==> src/peak_pkg.sv <==
// Purpose: Shared constants of the peak and over-level detector.
// Assumes: One 100 MHz core clock; 24-bit signed phase samples.
// Notes: Offsets are register indexes on the register port.
package peak_pkg;
  // ************************************************************
  // Register offsets.
  // ************************************************************
  localparam logic [15:0] PEAK_CUR_OFS = 16'he500;
  localparam logic [15:0] PEAK_VOL_OFS = 16'he501;
  localparam logic [15:0] CUR_LIM_OFS = 16'he507;
  localparam logic [15:0] VOL_LIM_OFS = 16'he508;
  localparam logic [15:0] PHASE_FLAGS_OFS = 16'he600;
  localparam logic [15:0] MODE_OFS = 16'he700;
  localparam logic [15:0] WIN_LEN_OFS = 16'he703;
  localparam logic [15:0] EVT_FLAGS_OFS = 16'hea01;
  localparam logic [15:0] EVT_EN_OFS = 16'hea02;
  // ************************************************************
  // Field positions.
  // ************************************************************
  localparam int HC_BIT = 17;
  localparam int HV_BIT = 18;
  localparam int CWIN_BIT = 23;
  localparam int VWIN_BIT = 24;
  localparam int SEL_LSB = 2;
  localparam int TAG_LSB = 24;
  localparam int HC_PH_LSB = 3;
  localparam int HV_PH_LSB = 9;
  // ************************************************************
  // Values after reset and fixed levels.
  // ************************************************************
  localparam logic [23:0] FULL_SCALE = 24'h51_2D40;
  localparam logic [23:0] LIM_RST = 24'h51_2D40;
  localparam logic [7:0] MODE_RST = 8'h00;
  localparam logic [7:0] WIN_RST = 8'h00;
  localparam logic [3:0] EN_RST = 4'h0;
endpackage

==> src/peak_if.sv <==
// Purpose: Carries phase magnitudes to a peak tracker and back.
// Assumes: Three phases, 24-bit magnitudes.
// Notes: One instance per channel.
`timescale 1ns/1ps
`default_nettype none
interface peak_if;
  logic valid; // Sample strobe.
  logic [2:0][23:0] mag; // Absolute value per phase.
  logic [2:0] sel; // Phases taking part.
  logic win_end; // Window boundary pulse.
  logic [23:0] peak; // Published peak.
  logic [2:0] tag; // One-hot phase of the published peak.
  modport src (output valid, mag, sel, win_end, input peak, tag);
  modport trk (input valid, mag, sel, win_end, output peak, tag);
endinterface
`default_nettype wire

==> src/peak_overlevel_top.sv <==
// Purpose: Peak capture and over-level detection on three phases.
// Assumes: Samples and zero-crossing pulses are synchronous.
// Notes: Registers are reached through a simple register port.
//
// Overview of operation
// - Hold peak magnitudes in low 24 bits.
// - Window counts half cycles from zero crossings.
// - Mode bits 4:2 enable phases A, B, C.
// - All selected phases advance the window count.
// - Bits 26:24 hold one-hot peak phase.
// - Peak published at window end, then held.
// - Current window end sets status bit 23.
// - Voltage window end sets status bit 24.
// - Write one clears peak flags; zero keeps.
// - Window length write restarts the counter if a phase is selected.
// - Magnitude strictly above limit flags event.
// - Voltage excess sets bit 18, phase bits.
// - Clearing bit 18 clears bits 11:9.
// - Current excess sets bit 17, phase bits.
// - Clearing bit 17 clears bits 5:3.
// - Limit at full scale never detects.
// - Limit of zero detects on every valid sample.
// - Limits read back zero-padded to 32 bits.
`timescale 1ns/1ps
`default_nettype none
module peak_overlevel_top (
  // Clock and reset.
  input wire logic core_clk,
  input wire logic rst_b,
  // Register port.
  input wire logic reg_wr,
  input wire logic reg_rd,
  input wire logic [15:0] reg_addr,
  input wire logic [31:0] reg_wdata,
  output logic [31:0] reg_rdata,
  // Sample stream and zero crossings.
  input wire logic smp_valid,
  input wire logic [2:0][23:0] cur_smp,
  input wire logic [2:0][23:0] vol_smp,
  input wire logic [2:0] zx_pulse,
  // Interrupt.
  output logic interrupt_out_n
);
  // ************************************************************
  // Reset release.
  // ************************************************************
  logic rst_meta_b_r; // First stage of the release.
  logic rst_sync_b; // Released reset used everywhere else.

  // Assert at once, release after two clock edges.
  always_ff @(posedge core_clk or negedge rst_b) begin
    if (!rst_b) begin
      rst_meta_b_r <= 1'b0;
      rst_sync_b <= 1'b0;
    end else begin
      rst_meta_b_r <= 1'b1;
      rst_sync_b <= rst_meta_b_r;
    end
  end

  // ************************************************************
  // Register write decode.
  // ************************************************************
  logic [23:0] cur_lim_r; // Current limit level.
  logic [23:0] vol_lim_r; // Voltage limit level.
  logic [7:0] mode_r; // Measure mode configuration.
  logic [7:0] win_len_r; // Peak window length in half cycles.
  logic [3:0] en_r; // Enables for bits 17, 18, 23, 24.
  logic [2:0] phase_select_field; // Phases in peak measurement.
  logic win_wr; // Write to the window length.
  logic flag_wr; // Write to the event flags.

  assign win_wr = reg_wr && reg_addr == peak_pkg::WIN_LEN_OFS;
  assign flag_wr = reg_wr && reg_addr == peak_pkg::EVT_FLAGS_OFS;
  // Bits 4:2 of the mode choose phases A, B and C.
  assign phase_select_field = mode_r[peak_pkg::SEL_LSB +: 3];

  // Store the writable configuration registers.
  always_ff @(posedge core_clk or negedge rst_sync_b) begin
    if (!rst_sync_b) begin
      cur_lim_r <= peak_pkg::LIM_RST;
      vol_lim_r <= peak_pkg::LIM_RST;
      mode_r <= peak_pkg::MODE_RST;
      win_len_r <= peak_pkg::WIN_RST;
      en_r <= peak_pkg::EN_RST;
    end else if (reg_wr) begin
      case (reg_addr)
        peak_pkg::CUR_LIM_OFS: cur_lim_r <= reg_wdata[23:0];
        peak_pkg::VOL_LIM_OFS: vol_lim_r <= reg_wdata[23:0];
        peak_pkg::MODE_OFS: mode_r <= reg_wdata[7:0];
        peak_pkg::WIN_LEN_OFS: win_len_r <= reg_wdata[7:0];
        peak_pkg::EVT_EN_OFS: begin
          en_r <= {reg_wdata[peak_pkg::VWIN_BIT],
                   reg_wdata[peak_pkg::CWIN_BIT],
                   reg_wdata[peak_pkg::HV_BIT],
                   reg_wdata[peak_pkg::HC_BIT]};
        end
        // Other offsets store nothing.
        default: ;
      endcase
    end
  end

  // ************************************************************
  // Per-phase magnitude and limit compare.
  // ************************************************************
  logic [2:0][23:0] cur_mag; // Current magnitudes.
  logic [2:0][23:0] vol_mag; // Voltage magnitudes.
  logic [2:0] hc_hit; // Current excess per phase.
  logic [2:0] hv_hit; // Voltage excess per phase.

  for (genvar g = 0; g < 3; g++) begin : g_ph
    // Two's complement magnitude of the signed sample.
    assign cur_mag[g] = cur_smp[g][23] ? -cur_smp[g] : cur_smp[g];
    assign vol_mag[g] = vol_smp[g][23] ? -vol_smp[g] : vol_smp[g];
    // Zero limit fires on every valid sample; full scale never fires.
    assign hc_hit[g] = smp_valid && (cur_lim_r == '0 ||
      (cur_lim_r < peak_pkg::FULL_SCALE &&
       cur_mag[g] > cur_lim_r));
    assign hv_hit[g] = smp_valid && (vol_lim_r == '0 ||
      (vol_lim_r < peak_pkg::FULL_SCALE &&
       vol_mag[g] > vol_lim_r));
  end

  // ************************************************************
  // Half-cycle counter and window boundary.
  // ************************************************************
  logic [8:0] zc_cnt_r; // Half cycles seen in this window.
  logic [1:0] zx_add; // Selected crossings this cycle.
  logic [8:0] cnt_sum; // Count including this cycle.
  logic win_end; // One-cycle window boundary.
  logic [2:0] zx_sel; // Crossings of selected phases.

  assign zx_sel = zx_pulse & phase_select_field;
  assign zx_add = 2'(zx_sel[0]) + 2'(zx_sel[1]) + 2'(zx_sel[2]);
  assign cnt_sum = zc_cnt_r + 9'(zx_add);
  // A zero length keeps the window open forever.
  assign win_end = win_len_r != '0 &&
                   cnt_sum >= {1'b0, win_len_r};

  // The counter always runs; a length write restarts it when a phase is selected.
  always_ff @(posedge core_clk or negedge rst_sync_b) begin
    if (!rst_sync_b) begin
      zc_cnt_r <= '0;
    end else if (win_wr && phase_select_field != '0) begin
      zc_cnt_r <= '0;
    end else if (win_end) begin
      zc_cnt_r <= '0;
    end else begin
      zc_cnt_r <= cnt_sum;
    end
  end

  // ************************************************************
  // Peak trackers.
  // ************************************************************
  peak_if cur_pk ();
  peak_if vol_pk ();

  assign cur_pk.valid = smp_valid;
  assign cur_pk.mag = cur_mag;
  assign cur_pk.sel = phase_select_field;
  assign cur_pk.win_end = win_end;
  assign vol_pk.valid = smp_valid;
  assign vol_pk.mag = vol_mag;
  assign vol_pk.sel = phase_select_field;
  assign vol_pk.win_end = win_end;

  // Current channel maximum.
  peak_tracker u_cur (
    .core_clk (core_clk),
    .rst_sync_b (rst_sync_b),
    .pk (cur_pk.trk)
  );

  // Voltage channel maximum.
  peak_tracker u_vol (
    .core_clk (core_clk),
    .rst_sync_b (rst_sync_b),
    .pk (vol_pk.trk)
  );

  // ************************************************************
  // Event flags.
  // ************************************************************
  logic current_window_done_flag; // Status bit 23.
  logic voltage_window_done_flag; // Status bit 24.
  logic high_current_flag; // Status bit 17.
  logic high_voltage_flag; // Status bit 18.
  logic [2:0] high_current_phase_bits; // Phase bits 5:3.
  logic [2:0] high_voltage_phase_bits; // Phase bits 11:9.
  logic clr_cwin; // Clear request for bit 23.
  logic clr_vwin; // Clear request for bit 24.
  logic clr_hc; // Clear request for bit 17.
  logic clr_hv; // Clear request for bit 18.

  assign clr_cwin = flag_wr && reg_wdata[peak_pkg::CWIN_BIT];
  assign clr_vwin = flag_wr && reg_wdata[peak_pkg::VWIN_BIT];
  assign clr_hc = flag_wr && reg_wdata[peak_pkg::HC_BIT];
  assign clr_hv = flag_wr && reg_wdata[peak_pkg::HV_BIT];

  // Window flags; a new boundary wins over a clear.
  always_ff @(posedge core_clk or negedge rst_sync_b) begin
    if (!rst_sync_b) begin
      current_window_done_flag <= 1'b0;
      voltage_window_done_flag <= 1'b0;
    end else begin
      current_window_done_flag <= win_end ||
        (current_window_done_flag && !clr_cwin);
      voltage_window_done_flag <= win_end ||
        (voltage_window_done_flag && !clr_vwin);
    end
  end

  // Excess flags and phase bits clear together.
  always_ff @(posedge core_clk or negedge rst_sync_b) begin
    if (!rst_sync_b) begin
      high_current_flag <= 1'b0;
      high_voltage_flag <= 1'b0;
      high_current_phase_bits <= '0;
      high_voltage_phase_bits <= '0;
    end else begin
      high_current_flag <= (|hc_hit) ||
        (high_current_flag && !clr_hc);
      high_current_phase_bits <= hc_hit |
        (high_current_phase_bits & {3{!clr_hc}});
      high_voltage_flag <= (|hv_hit) ||
        (high_voltage_flag && !clr_hv);
      high_voltage_phase_bits <= hv_hit |
        (high_voltage_phase_bits & {3{!clr_hv}});
    end
  end

  // ************************************************************
  // Status words, read port and interrupt.
  // ************************************************************
  logic [31:0] st_word; // Event flags as read.
  logic [31:0] en_word; // Enables as read.
  logic [15:0] ph_word; // Phase flags as read.

  // Place flags and enables at their bit positions.
  always_comb begin
    st_word = '0;
    en_word = '0;
    ph_word = '0;
    st_word[peak_pkg::HC_BIT] = high_current_flag;
    st_word[peak_pkg::HV_BIT] = high_voltage_flag;
    st_word[peak_pkg::CWIN_BIT] = current_window_done_flag;
    st_word[peak_pkg::VWIN_BIT] = voltage_window_done_flag;
    en_word[peak_pkg::HC_BIT] = en_r[0];
    en_word[peak_pkg::HV_BIT] = en_r[1];
    en_word[peak_pkg::CWIN_BIT] = en_r[2];
    en_word[peak_pkg::VWIN_BIT] = en_r[3];
    ph_word[peak_pkg::HC_PH_LSB +: 3] = high_current_phase_bits;
    ph_word[peak_pkg::HV_PH_LSB +: 3] = high_voltage_phase_bits;
  end

  // Registered read data; unmapped offsets read zero.
  always_ff @(posedge core_clk or negedge rst_sync_b) begin
    if (!rst_sync_b) begin
      reg_rdata <= '0;
    end else if (reg_rd) begin
      case (reg_addr)
        peak_pkg::PEAK_CUR_OFS:
          reg_rdata <= {5'h0, cur_pk.tag, cur_pk.peak};
        peak_pkg::PEAK_VOL_OFS:
          reg_rdata <= {5'h0, vol_pk.tag, vol_pk.peak};
        peak_pkg::CUR_LIM_OFS:
          reg_rdata <= {8'h00, cur_lim_r};
        peak_pkg::VOL_LIM_OFS:
          reg_rdata <= {8'h00, vol_lim_r};
        peak_pkg::PHASE_FLAGS_OFS: reg_rdata <= {16'h0000, ph_word};
        peak_pkg::MODE_OFS: reg_rdata <= {24'h00_0000, mode_r};
        peak_pkg::WIN_LEN_OFS: reg_rdata <= {24'h00_0000, win_len_r};
        peak_pkg::EVT_FLAGS_OFS: reg_rdata <= st_word;
        peak_pkg::EVT_EN_OFS: reg_rdata <= en_word;
        default: reg_rdata <= '0;
      endcase
    end
  end

  // Interrupt is low while any enabled flag stands.
  always_ff @(posedge core_clk or negedge rst_sync_b) begin
    if (!rst_sync_b) begin
      interrupt_out_n <= 1'b1;
    end else begin
      interrupt_out_n <= ~|(st_word & en_word);
    end
  end
endmodule // peak_overlevel_top
`default_nettype wire

==> src/peak_tracker.sv <==
// Purpose: Running maximum over one window for one channel.
// Assumes: Reset is already synchronised.
// Notes: Result is published on the window boundary pulse.
`timescale 1ns/1ps
`default_nettype none
module peak_tracker (
  // Clock and reset.
  input wire logic core_clk,
  input wire logic rst_sync_b,
  // Channel link.
  peak_if.trk pk
);
  logic [23:0] run_r; // Running maximum of this window.
  logic [2:0] run_tag_r; // Phase of the running maximum.
  logic [23:0] best; // Maximum including this cycle.
  logic [2:0] best_tag; // Phase of that maximum.

  // Fold the selected phases of this sample into the maximum.
  always_comb begin
    best = run_r;
    best_tag = run_tag_r;
    for (int i = 0; i < 3; i++) begin
      if (pk.valid && pk.sel[i] && pk.mag[i] > best) begin
        best = pk.mag[i];
        // A whole one-hot word drops the older phase bit.
        best_tag = '0;
        best_tag[i] = 1'b1;
      end
    end
  end

  // Publish at the boundary and restart the running maximum.
  always_ff @(posedge core_clk or negedge rst_sync_b) begin
    if (!rst_sync_b) begin
      run_r <= '0;
      run_tag_r <= '0;
      pk.peak <= '0;
      pk.tag <= '0;
    end else if (pk.win_end) begin
      pk.peak <= best;
      pk.tag <= best_tag;
      run_r <= '0;
      run_tag_r <= '0;
    end else begin
      run_r <= best;
      run_tag_r <= best_tag;
    end
  end
endmodule // peak_tracker
`default_nettype wire

==> config.mk <==
export PLATFORM = sky130hd
export DESIGN_NAME = peak_overlevel_top
export DESIGN_NICKNAME = d
export VERILOG_FILES = /design/src/peak_pkg.sv /design/src/peak_if.sv /design/src/peak_overlevel_top.sv /design/src/peak_tracker.sv
export SDC_FILE = /design/constraint.sdc
export NUM_CORES = 1
export LEC_CHECK = 0
export BUFFER_PORTS_ARGS = -buffer_cell sky130_fd_sc_hd__buf_2
export CAP_MARGIN = 20
export CORE_UTILIZATION = 33
export DETAILED_ROUTE_END_ITERATION = 8
export PLACE_DENSITY = 0.56
export SETUP_SLACK_MARGIN = 0.15
export SYNTH_ARGS = -nofsm -noshare
export SYNTH_HDL_FRONTEND = slang
export SYNTH_SLANG_ARGS = --single-unit
export TNS_END_PERCENT = 30
==> constraint.sdc <==
create_clock -name core_clk -period 6.1 [get_ports core_clk]
set_input_delay 0.61 -clock core_clk [delete_from_list [all_inputs] [get_ports core_clk]]
set_output_delay 0.61 -clock core_clk [all_outputs]
set_load 0.005 [all_outputs]
Word level (Yosys, flattened, before mapping)
Index checks and enable logic that the tools add are counted.

Flip-flop bits (word level): 230. Bits of input ports: 200. Output and inout bits: 33. Word-level logic and storage cells: 148.

$add $sub $neg: 9. Order comparisons: 15. Eq/ne operators: 9. Muxes and demuxes: 25. Bitwise gates (word level): 6. Reduce and logical (&&, ||, !) cells: 60.

Operators with widths (number): $mux W24 (14); $gt A24 B24 Y1 (12); $pmux W27 S9 (1); $eq A16 B16 Y1 const B (9); $neg A24 Y24 (6); $logic_not A24 Y1 (2); $lt A24 B23 Y1 const B (2); $logic_and A1 B1 Y1 (33); $reduce_or A32 Y1 (1); $and A25 B25 Y25 (1); $mux W3 (8); $mux W9 (2); $logic_or A1 B1 Y1 (10); $reduce_and A2 Y1 (5); $add A9 B2 Y9 (1); $and A3 B3 Y3 (3); $ge A9 B8 Y1 (1); $reduce_bool A8 Y1 (1); $or A3 B3 Y3 (2); $reduce_or A3 Y1 (2); $logic_not A1 Y1 (5); $reduce_bool A3 Y1 (1); $add A1 B1 Y2 (1); $add A2 B1 Y2 (1).

Longest topological paths before layout
Gate-level depths: netlist (run 1).

Word-level depth: 12. Gate-level depth with buffers: 41. Depth with buffers taken out: 37.

Cells and area by module
A second synthesis (run 1) with hierarchy kept.

Cells, all modules: 2450. Area total of the unflattened synthesis: 21440.6 µm².

Modules (own cells, without submodules): peak_overlevel_top (instances 1, cells an instance 1328, area each 11748.8 µm², sequential area each 2949.1 µm²); peak_tracker (instances 2, cells an instance 561, area each 4845.9 µm², sequential area each 1351.3 µm²).

Worst setup path after synthesis (run 1)
Ideal clock, no wire load.

Path type: input to register. Start point: input port cur_smp[11] in the netlist's numbering. End point: register u_cur.pk.peak[0]. Library setup time: 137 ps. Arrival: 8690 ps. Required time: 5963 ps. Slack: -2727 ps. Stages: 35. Buffers on the path: 6. Path through: or4_1 > nor4_1 > nand2b_1 > or3_1 > nor4b_1 > ha_1 > nand4_1 > nor4_1 > o31ai_1 > a31oi_1 > clkbuf_1 > clkbuf_1 > buf_1 > a21oi_1 > ha_1 > a21o_1 > a21oi_1 > o211ai_1 > a221o_1 > a41oi_1 > a221oi_1 > buf_2 > mux2_1 > ha_1 > nand3_1 > or3_1 > nor2_1 > o21ai_0 > o211ai_1 > o21a_1 > o31a_1 > clkbuf_1 > buf_1 > mux2i_1 > a21oi_1.

Longest elaborated chain between the ends: 11.

RTL lines: start, declared (line peak_overlevel_top.sv:38) `input wire logic [2:0][23:0] cur_smp,`; $neg A24 Y24 (line peak_overlevel_top.sv:114) `assign cur_mag[g] = cur_smp[g][23] ? -cur_smp[g] : cur_smp[g];`; $mux W24 * (line peak_overlevel_top.sv:114); $gt A24 B24 Y1 (line peak_tracker.sv:23) `if (pk.valid && pk.sel[i] && pk.mag[i] > best) begin`; $logic_and A1 B1 Y1 (line peak_tracker.sv:23); $mux W24 * (line peak_tracker.sv:23); $gt A24 B24 Y1 (line peak_tracker.sv:23); $logic_and A1 B1 Y1 (line peak_tracker.sv:23); $mux W24 * (line peak_tracker.sv:23); $gt A24 B24 Y1 (line peak_tracker.sv:23); $logic_and A1 B1 Y1 (line peak_tracker.sv:23); $mux W24 * (line peak_tracker.sv:23); end signal, assigned (line peak_tracker.sv:40) `pk.peak <= best;`; end, declared (line peak_if.sv:14) `modport trk (input valid, mag, sel, win_end, output peak, tag);`.

Mark *: on every way between the ends. The rest lies on a longest branch, timed or not. A chain may end at the register's enable or synchronous reset.

Worst setup path in the final report (run 1)
Start point: input port vol_smp[0] in the netlist's numbering. End point: register u_vol.pk.peak[1].

Longest elaborated chain between the ends: 11.

RTL lines: start, declared (line peak_overlevel_top.sv:39) `input wire logic [2:0][23:0] vol_smp,`; $neg A24 Y24 (line peak_overlevel_top.sv:115) `assign vol_mag[g] = vol_smp[g][23] ? -vol_smp[g] : vol_smp[g];`; $mux W24 * (line peak_overlevel_top.sv:115); $gt A24 B24 Y1 (line peak_tracker.sv:23); $logic_and A1 B1 Y1 (line peak_tracker.sv:23); $mux W24 * (line peak_tracker.sv:23); $gt A24 B24 Y1 (line peak_tracker.sv:23); $logic_and A1 B1 Y1 (line peak_tracker.sv:23); $mux W24 * (line peak_tracker.sv:23); $gt A24 B24 Y1 (line peak_tracker.sv:23); $logic_and A1 B1 Y1 (line peak_tracker.sv:23); $mux W24 * (line peak_tracker.sv:23); end signal, assigned (line peak_tracker.sv:40); end, declared (line peak_if.sv:14).

Marks and branches as above.

==> results of run 1 <==
metal layers:
layer  up-vias  routed length, microns  global-route usage (%)
met5         -                       0                       0
met4         0                    3350                    9.25
met3       140                    3480                    1.47
met2       610                   37500                    41.1
met1     10002                   35200                    32.0
li1       9886                       -                       -
area by class of cell:
class	count	area (sq um)	share of cell area [%]
clock buffer	34	719	2.54
timing repair buffer	688	5030	17.8
tap	837	1050	3.70
sequential	225	5660	20.0
multi-input combinational	1822	14800	52.5
clock inverter	10	111	0.393
inverter	233	900	3.18
per-stage QoR:
step / cell area [sq um] / hold slack [ps]
after global routing: 28300 / 327
after floorplan: 21200 / 314
after CTS: 27400 / 305
final: 28300 / 293
after global placement: 26300 / 291
after detailed placement: 26300 / 297
registers in the layout, indices dropped and copies added, names as in the netlist, 3 cells and up:
signal                   flops
mode_r                       8
u_vol.run_tag_r              3
cur_lim_r                   24
zc_cnt_r                     9
en_r                         4
u_cur.pk.peak               24
u_vol.run_r                 24
high_current_phase_bits      3
u_vol.pk.tag                 3
vol_lim_r                   24
win_len_r                    8
reg_rdata                   27
high_voltage_phase_bits      3
u_vol.pk.peak               24
u_cur.run_tag_r              3
u_cur.run_r                 24
u_cur.pk.tag                 3
power by group:
| part | leakage, nW | internal, mW | switching [mW] |
|---|---|---|---|
| clock network | 0.416 | 0.910 | 0.651 |
| registers | 2.81 | 1.53 | 0.0320 |
| logic | 10.6 | 0.629 | 0.734 |
| total | 13.8 | 3.07 | 1.42 |
Yosys cell counts (all sizes together) (8+ instances only):
cell    count  area, sq um
o21ai     116          581
a21oi     163          816
a21o       64          480
o21a       33          248
mux2i      36          364
o22ai      32          200
a22oi      12         90.1
nor4       32          200
a22o       16          140
mux2      112         1320
dfstp      17          447
ha        302         3780
a31oi      10         62.6
o31ai      41          313
a211oi     10         75.1
dfrtp     208         5200
o211ai     10         75.1
a221oi     30          294
or4        19          146
nor2      138          518
a222oi     16          160
nor2b      36          225
or2        19          119
o41ai      20          183
xor2       57          499
nand3      29          145
nand3b      8         60.1
nor3       35          175
clkbuf     61          229
nand4      62          388
inv       233          875
or3        28          175
nand2     164          616
nand2b     26          163
xnor2      78          683
buf        17          105
cells by family (layout without fill, tap and decap cells):
logic type,Yosys count,after routing,synth area share [%]
AO/OA/AOI/OAI,602,602,19.2
XOR/XNOR,135,135,5.71
adder cells (fa/ha/maj),304,304,18.5
buffers and inverters,311,965,5.84
flip-flops,225,225,27.3
multiplexers,148,148,8.13
other,2,6,0.0363
AND/OR/NAND/NOR,626,627,15.3
critical path, delay by kind of cell:
kind	cells	cell delay (ps)
mux	2	460
simple gates	8	2000
compound gates	15	2810
fa+ha+maj	4	980
buf+inv	13	1630
xor+xnor	1	250
repair_timing:
item | in CTS | in global routing
pin swaps | 16 | 33
setup endpoints to repair | 108 | 108
hold buffers | 1 | 0
resized for setup | 33 | 109
setup buffers | 11 | 27
endpoints found under the hold margin | 2 | 0
gates cloned | 1 | 5
how the worst max path moves through the flow:
stage                             end  slack (ps)        from  cells after the start
floorplan           u_vol.pk.peak[18]       -1820  vol_smp[1]                     39
global placement     u_vol.pk.peak[2]       -3200  vol_smp[0]                     39
detailed placement   u_vol.pk.peak[1]       -3250  vol_smp[0]                     39
CTS                  u_vol.pk.peak[1]       -2210  vol_smp[0]                     41
global route         u_vol.pk.peak[3]       -2480  vol_smp[0]                     43
finish               u_vol.pk.peak[1]       -2260  vol_smp[0]                     43
==> summary.txt, run 1 <==
Status
  • Status: complete, but fails checks
  • Failing checks: negative setup slack

Clock network
  • CTS tree: yes
  • CTS H-Tree Depth: 1
  • Max Root-Sink Buffers: 3
  • CTS Buf Count: 24
  • CTS Root Cell: clkbuf_16
  • CTS Sinks: around 230
  • Later-pin clock latency in the skew report: 540 ps
  • CTS clock-pin slew for the worst setup and hold paths: around 70 ps

Critical path
  • R2r endpoint: u_vol.pk.peak[1]
  • R2R cell count: 34
  • Data required, critical path: 6520 ps
  • Worst Setup Path Type: primary input to register
  • Startpoint Class: primary input
  • R2R setup slack: -840 ps
  • Most common cell on crit path: buf_12
  • Arr. time, crit path: approximately 9000 ps
  • CP max stage delay: ~460 ps
  • Critical R2R Launch: u_vol.run_r[22]
  • Slowest cell on the critical path: or4_4
  • CP Capture Type: register
  • CP max FO: 7

Route
  • Antenna Nets Post-Route: 0
  • Routed wire length: between 70 and 80 mm
  • Vias: between 20000 and 25000
  • Routed vias/inst: 5.36
  • Residual DRC count: 0
  • Drt wl/cell: approximately 21 microns
  • Drt pass-1 iters: 6
  • First DRT Iteration DRCs: 1336

Floorplan
  • Die Y: between 200 and 300 microns
  • Std-Cell Rows: just over 90
  • Initial Utilization: between 30% and 40%
  • Die area: around 64000 sq um
  • IO Count: about 230
  • CORE AREA: 61800 sq um
  • Die W: ~250 microns

Yosys
  • Post-synthesis cell type count: 75
  • Seq/Total Area, Yosys: 27.3%
  • Seq cells post-synth: ~230
  • Async set or reset register ratio after synthesis: 100%
  • Post-Syn Area: 20700 sq um
  • Syn Inst Count: 2353
  • EDFF count, synth: 0
  • Main synth FF type: dfrtp_1
  • Yosys warning count: 0
  • Average cell area after synthesis: slightly below 9 sq um

Placed design
  • Dpl hpwl: 65.4 mm
  • Routability cong.: a little under 1
  • Buffers added on ports: 220
  • DP Worst Slack: -3250 ps
  • Placed insts: 3759

Timing
  • Final Slew Violations: 0
  • TNS Setup: -217800 ps
  • Final Hold Violating Endpoints: 0
  • Rel. slew slack: a little over a quarter
  • Clk_skew: roughly 16 ps
  • Least-Margin Pin Slew: about 1100 ps
  • Fmax: roughly 120 MHz
  • Fin crit period: ~8400 ps
  • RSZ-0062 raised after global routing: yes
  • Final worst-path cycle share: 137%
  • Final setup vio count: between 100 and 150
  • Post-route setup slack: -2260 ps

Global route
  • All-Layer GR Usage: approximately 24%
  • Largest net degree at the start of global routing: 69
  • Number of global-route vias before repair: approximately 21000
  • First-pass GRT wire length: approximately 120 mm
  • Initial antenna violation count: 1
  • Grt ovf: 0

Pwr
  • LEAKAGE: roughly 14 nW
  • Total power after layout: around 4.5 mW
  • Worst ir drop on vdd: roughly 170 uV
  • PwrDens: 159 nW/um^2

Layout
  • Fin util: between 40 and 50%
  • Most common cell after layout, fill and taps aside: buf_4
  • Filler instances: slightly below 6000
  • Nets: between 3000 and 4000
  • Fraction of layout cells with a size suffix above 1: 33.7%
  • Antenna diodes: 0
  • Area growth from synthesis to layout: 36.8%
  • Final std cells w/o fill: around 3800
  • Most frequent cells in the layout: 427 x buf_4, 287 x ha_1, 230 x inv_1

Hold path
  • Hold Crit Class: register to async pin

Run
  • Max-cap violations: 0
(Power assumes the default switching activity.)
==> inputs of run 2 (changes only) <==
PLACE_DENSITY = 0.63   (was 0.56)
RECOVER_POWER = 50   (was unset)
==> run 2 against run 1 <==
The run ends with max-capacitance violations, max-slew violations, negative setup slack left. Register-to-register slack improved by 310 ps. Power decreased by 1.2%. Maximum frequency increased by 6.1%. Design area increased by 0.27%. Clock power decreased by 3%. Global-route usage decreased by 0.97 points. Die area unchanged. Utilization increased by 0.12 points. Critical path type unchanged. Largest power group unchanged.
==> summary.txt, run 2 (same netlist as run 1, synthesis figures left out) <==
Status
  • Status: complete, but fails checks
  • Failing checks: max-capacitance violations, max-slew violations, negative setup slack

Timing
  • Fin crit period: 7880 ps (-479 ps)
  • Fmax: 127 MHz (+6.1%)
  • Post-route setup slack: -1780 ps (+479 ps)
  • RSZ-0062 raised after global routing: yes
  • Clk_skew: 13.9 ps (-1.81 ps)
  • Rel. slew slack: -91.5% (-120 points)
  • Final worst-path cycle share: 129% (-7.8 points)
  • Least-Margin Pin Slew: 2870 ps (+1790 ps)
  • Final Hold Violating Endpoints: 0 (unchanged)
  • Final Slew Violations: 226 (+226)
  • Final setup vio count: 108 (unchanged)

Layout
  • Most common cell after layout, fill and taps aside: buf_4
  • Most frequent cells in the layout: 426 x buf_4, 288 x ha_1, 227 x inv_1
  • Fraction of layout cells with a size suffix above 1: 34.2% (+0.46 points)
  • Max reg flops: 27 (unchanged)
  • Nets: 3501 (+0.086%)
  • Filler instances: 5902 (-0.89%)
  • Biggest register: reg_rdata
  • Fin area: 28400 sq um (+0.27%)
  • Fin util: 45.9% (+0.12 points)
  • Area growth from synthesis to layout: 37.2%

Floorplan
  • IO Count: 233 (unchanged)
  • Std-Cell Rows: 91 (unchanged)
  • Initial Utilization: 33.5% (unchanged)
  • Die Y: 252 microns (unchanged)
  • CORE AREA: 61800 sq um (unchanged)
  • Die area: 63700 sq um (unchanged)
  • Die W: 252 microns (unchanged)

Global route
  • Grt met1 use: 32.1% (+0.12 points)
  • Grt ovf: 0 (unchanged)
  • GR Util met2: 37.6% (-3.5 points)
  • First-pass GRT wire length: 115 mm (-3.7%)
  • Initial antenna violation count: 2 (+1)
  • Largest net degree at the start of global routing: 158 (+130%)
  • Number of global-route vias before repair: 20172 (-3.2%)
  • Top Usage Layer GRT: met2
  • All-Layer GR Usage: 23.2% (-0.97 points)
  • Met3 Use GR: 2.11% (+0.64 points)

Route
  • Drt wl/cell: 19.9 microns (-3.9%)
  • Antenna Nets Post-Route: 0 (unchanged)
  • First DRT Iteration DRCs: 1875 (+40%)
  • Vias: 20773 (+0.65%)
  • Residual DRC count: 0 (unchanged)
  • Routed wire length: 76.5 mm (-3.8%)
  • Routed vias/inst: 5.39 (+0.55%)
  • Drt pass-1 iters: 9 (+3)

Pwr
  • LEAKAGE: 13.8 nW (-0.31%)
  • PwrDens: 156 nW/um^2 (-1.5%)
  • Worst ir drop on vdd: 159 uV (-8.5%)
  • Total power after layout: 4.44 mW (-1.2%)

Placed design
  • Placed Area: 26100 sq um (-0.80%)
  • Routability cong.: 0.975 (+1.5%)
  • Buffers added on ports: 220 (unchanged)
  • Dpl hpwl: 60.4 mm (-7.6%)

Critical path
  • Most common cell on crit path: nand4_1
  • Arr. time, crit path: 8290 ps (-490 ps)
  • CP Capture Type: register
  • CP max stage delay: 440 ps (-20 ps)
  • CP bufs+invs: 10 (-3)
  • CP max FO: 8 (+1)
  • Startpoint Class: primary input
  • Crit-path leading delay family: simple AND/OR/NAND/NOR gates
  • Slowest cell on the critical path: or4_4
  • Data required, critical path: 6510 ps (about the same)
  • Worst Setup Path Type: primary input to register

Clock network
  • CTS H-Tree Depth: 1 (unchanged)
  • CTS Root Cell: clkbuf_16
  • CTS tree: yes
  • CTS Buf Count: 24 (unchanged)
  • Later-pin clock latency in the skew report: 540 ps (about the same)
  • CTS Sinks: 225 (unchanged)
  • CTS clock-pin slew for the worst setup and hold paths: 60 ps (about the same)
  • Max Root-Sink Buffers: 3 (unchanged)

Run
  • Max-cap violations: 2 (+2)

Hold path
  • Hold Crit Class: primary input to register
-- run 2: cell count changes in the layout (fill, tap and decap cells not counted), sizes merged --
cell	before	now
inv	235	233
buf	683	663
bufbuf	0	2
diode	0	1
and2	4	7
clkbuf	38	58
clkinvlp	0	2
clkinv	6	5
bufinv	2	1
-- run 2: worst reg2reg max path, delay by kind of cell, from the launching register on --
family                     cells  cell delay, ps
adders and majority gates      3             820
DFF                            1             380
buffers and inverters         10            1580
and+or+nand+nor                6            1140
AOI/OAI and AO/OA             16            2610
-- run 2: final timing paths --
path,from,end,slack [ps],cells past startpoint
min in group asynchronous,rst_b,rst_sync_b,400,2
min,reg_wdata[24],en_r[3],330,2
max reg2reg,u_cur.run_r[19],u_cur.run_r[23],-530,35
min reg2reg,rst_meta_b_r,rst_sync_b,350,0
max,vol_smp[1],u_vol.pk.peak[12],-1780,41
max in group asynchronous,rst_sync_b,vol_lim_r[3],1380,1
-- run 2: through the flow --
step / TNS, ps / setup slack, ps / hold slack (ps) / cells
6_report: -178310 / -1780 / 326 / 3853
5_1_grt: -207320 / -2070 / 332 / 3853
4_1_cts: -165930 / -1690 / 313 / 3838
3_5_place_dp: -268950 / -2720 / 338 / 3743
3_3_place_gp: -253710 / -2600 / 334 / 3743
2_1_floorplan: -291550 / -1820 / 314 / 2357
-- run 2: final cells by class --
class / instances / area (sq um) / area share, %
multi-input cells: 1825 / 15000 / 52.8
flip-flops and latches: 225 / 5650 / 19.9
inverters: 233 / 900 / 3.17
clock inverters: 8 / 70.1 / 0.247
well taps: 837 / 1050 / 3.69
diodes: 1 / 2.50 / 0.00882
clock buffers: 36 / 737 / 2.60
repair buffers: 688 / 4980 / 17.5
-- run 2: power by group --
part / total (mW) / switching (mW) / internal (mW)
logic: 1.36 / 0.723 / 0.636
registers: 1.57 / 0.0360 / 1.53
clock network: 1.51 / 0.632 / 0.876
total: 4.44 / 1.39 / 3.05
-- run 2: repair_timing --
action	4_1_cts	5_1_grt
gates cloned	9	2
pin swaps	47	15
hold buffers	1	0
endpoints found under the setup margin	108	108
gates resized for setup	108	79
buffers inserted	41	9
endpoints found under the hold margin	2	0
-- run 2: layer usage --
layer | share of wire (%) | routed length, microns
met5 | 0 | 0
met4 | 3.6 | 2770
met3 | 6.5 | 4990
met2 | 46 | 34900
met1 | 44 | 33900
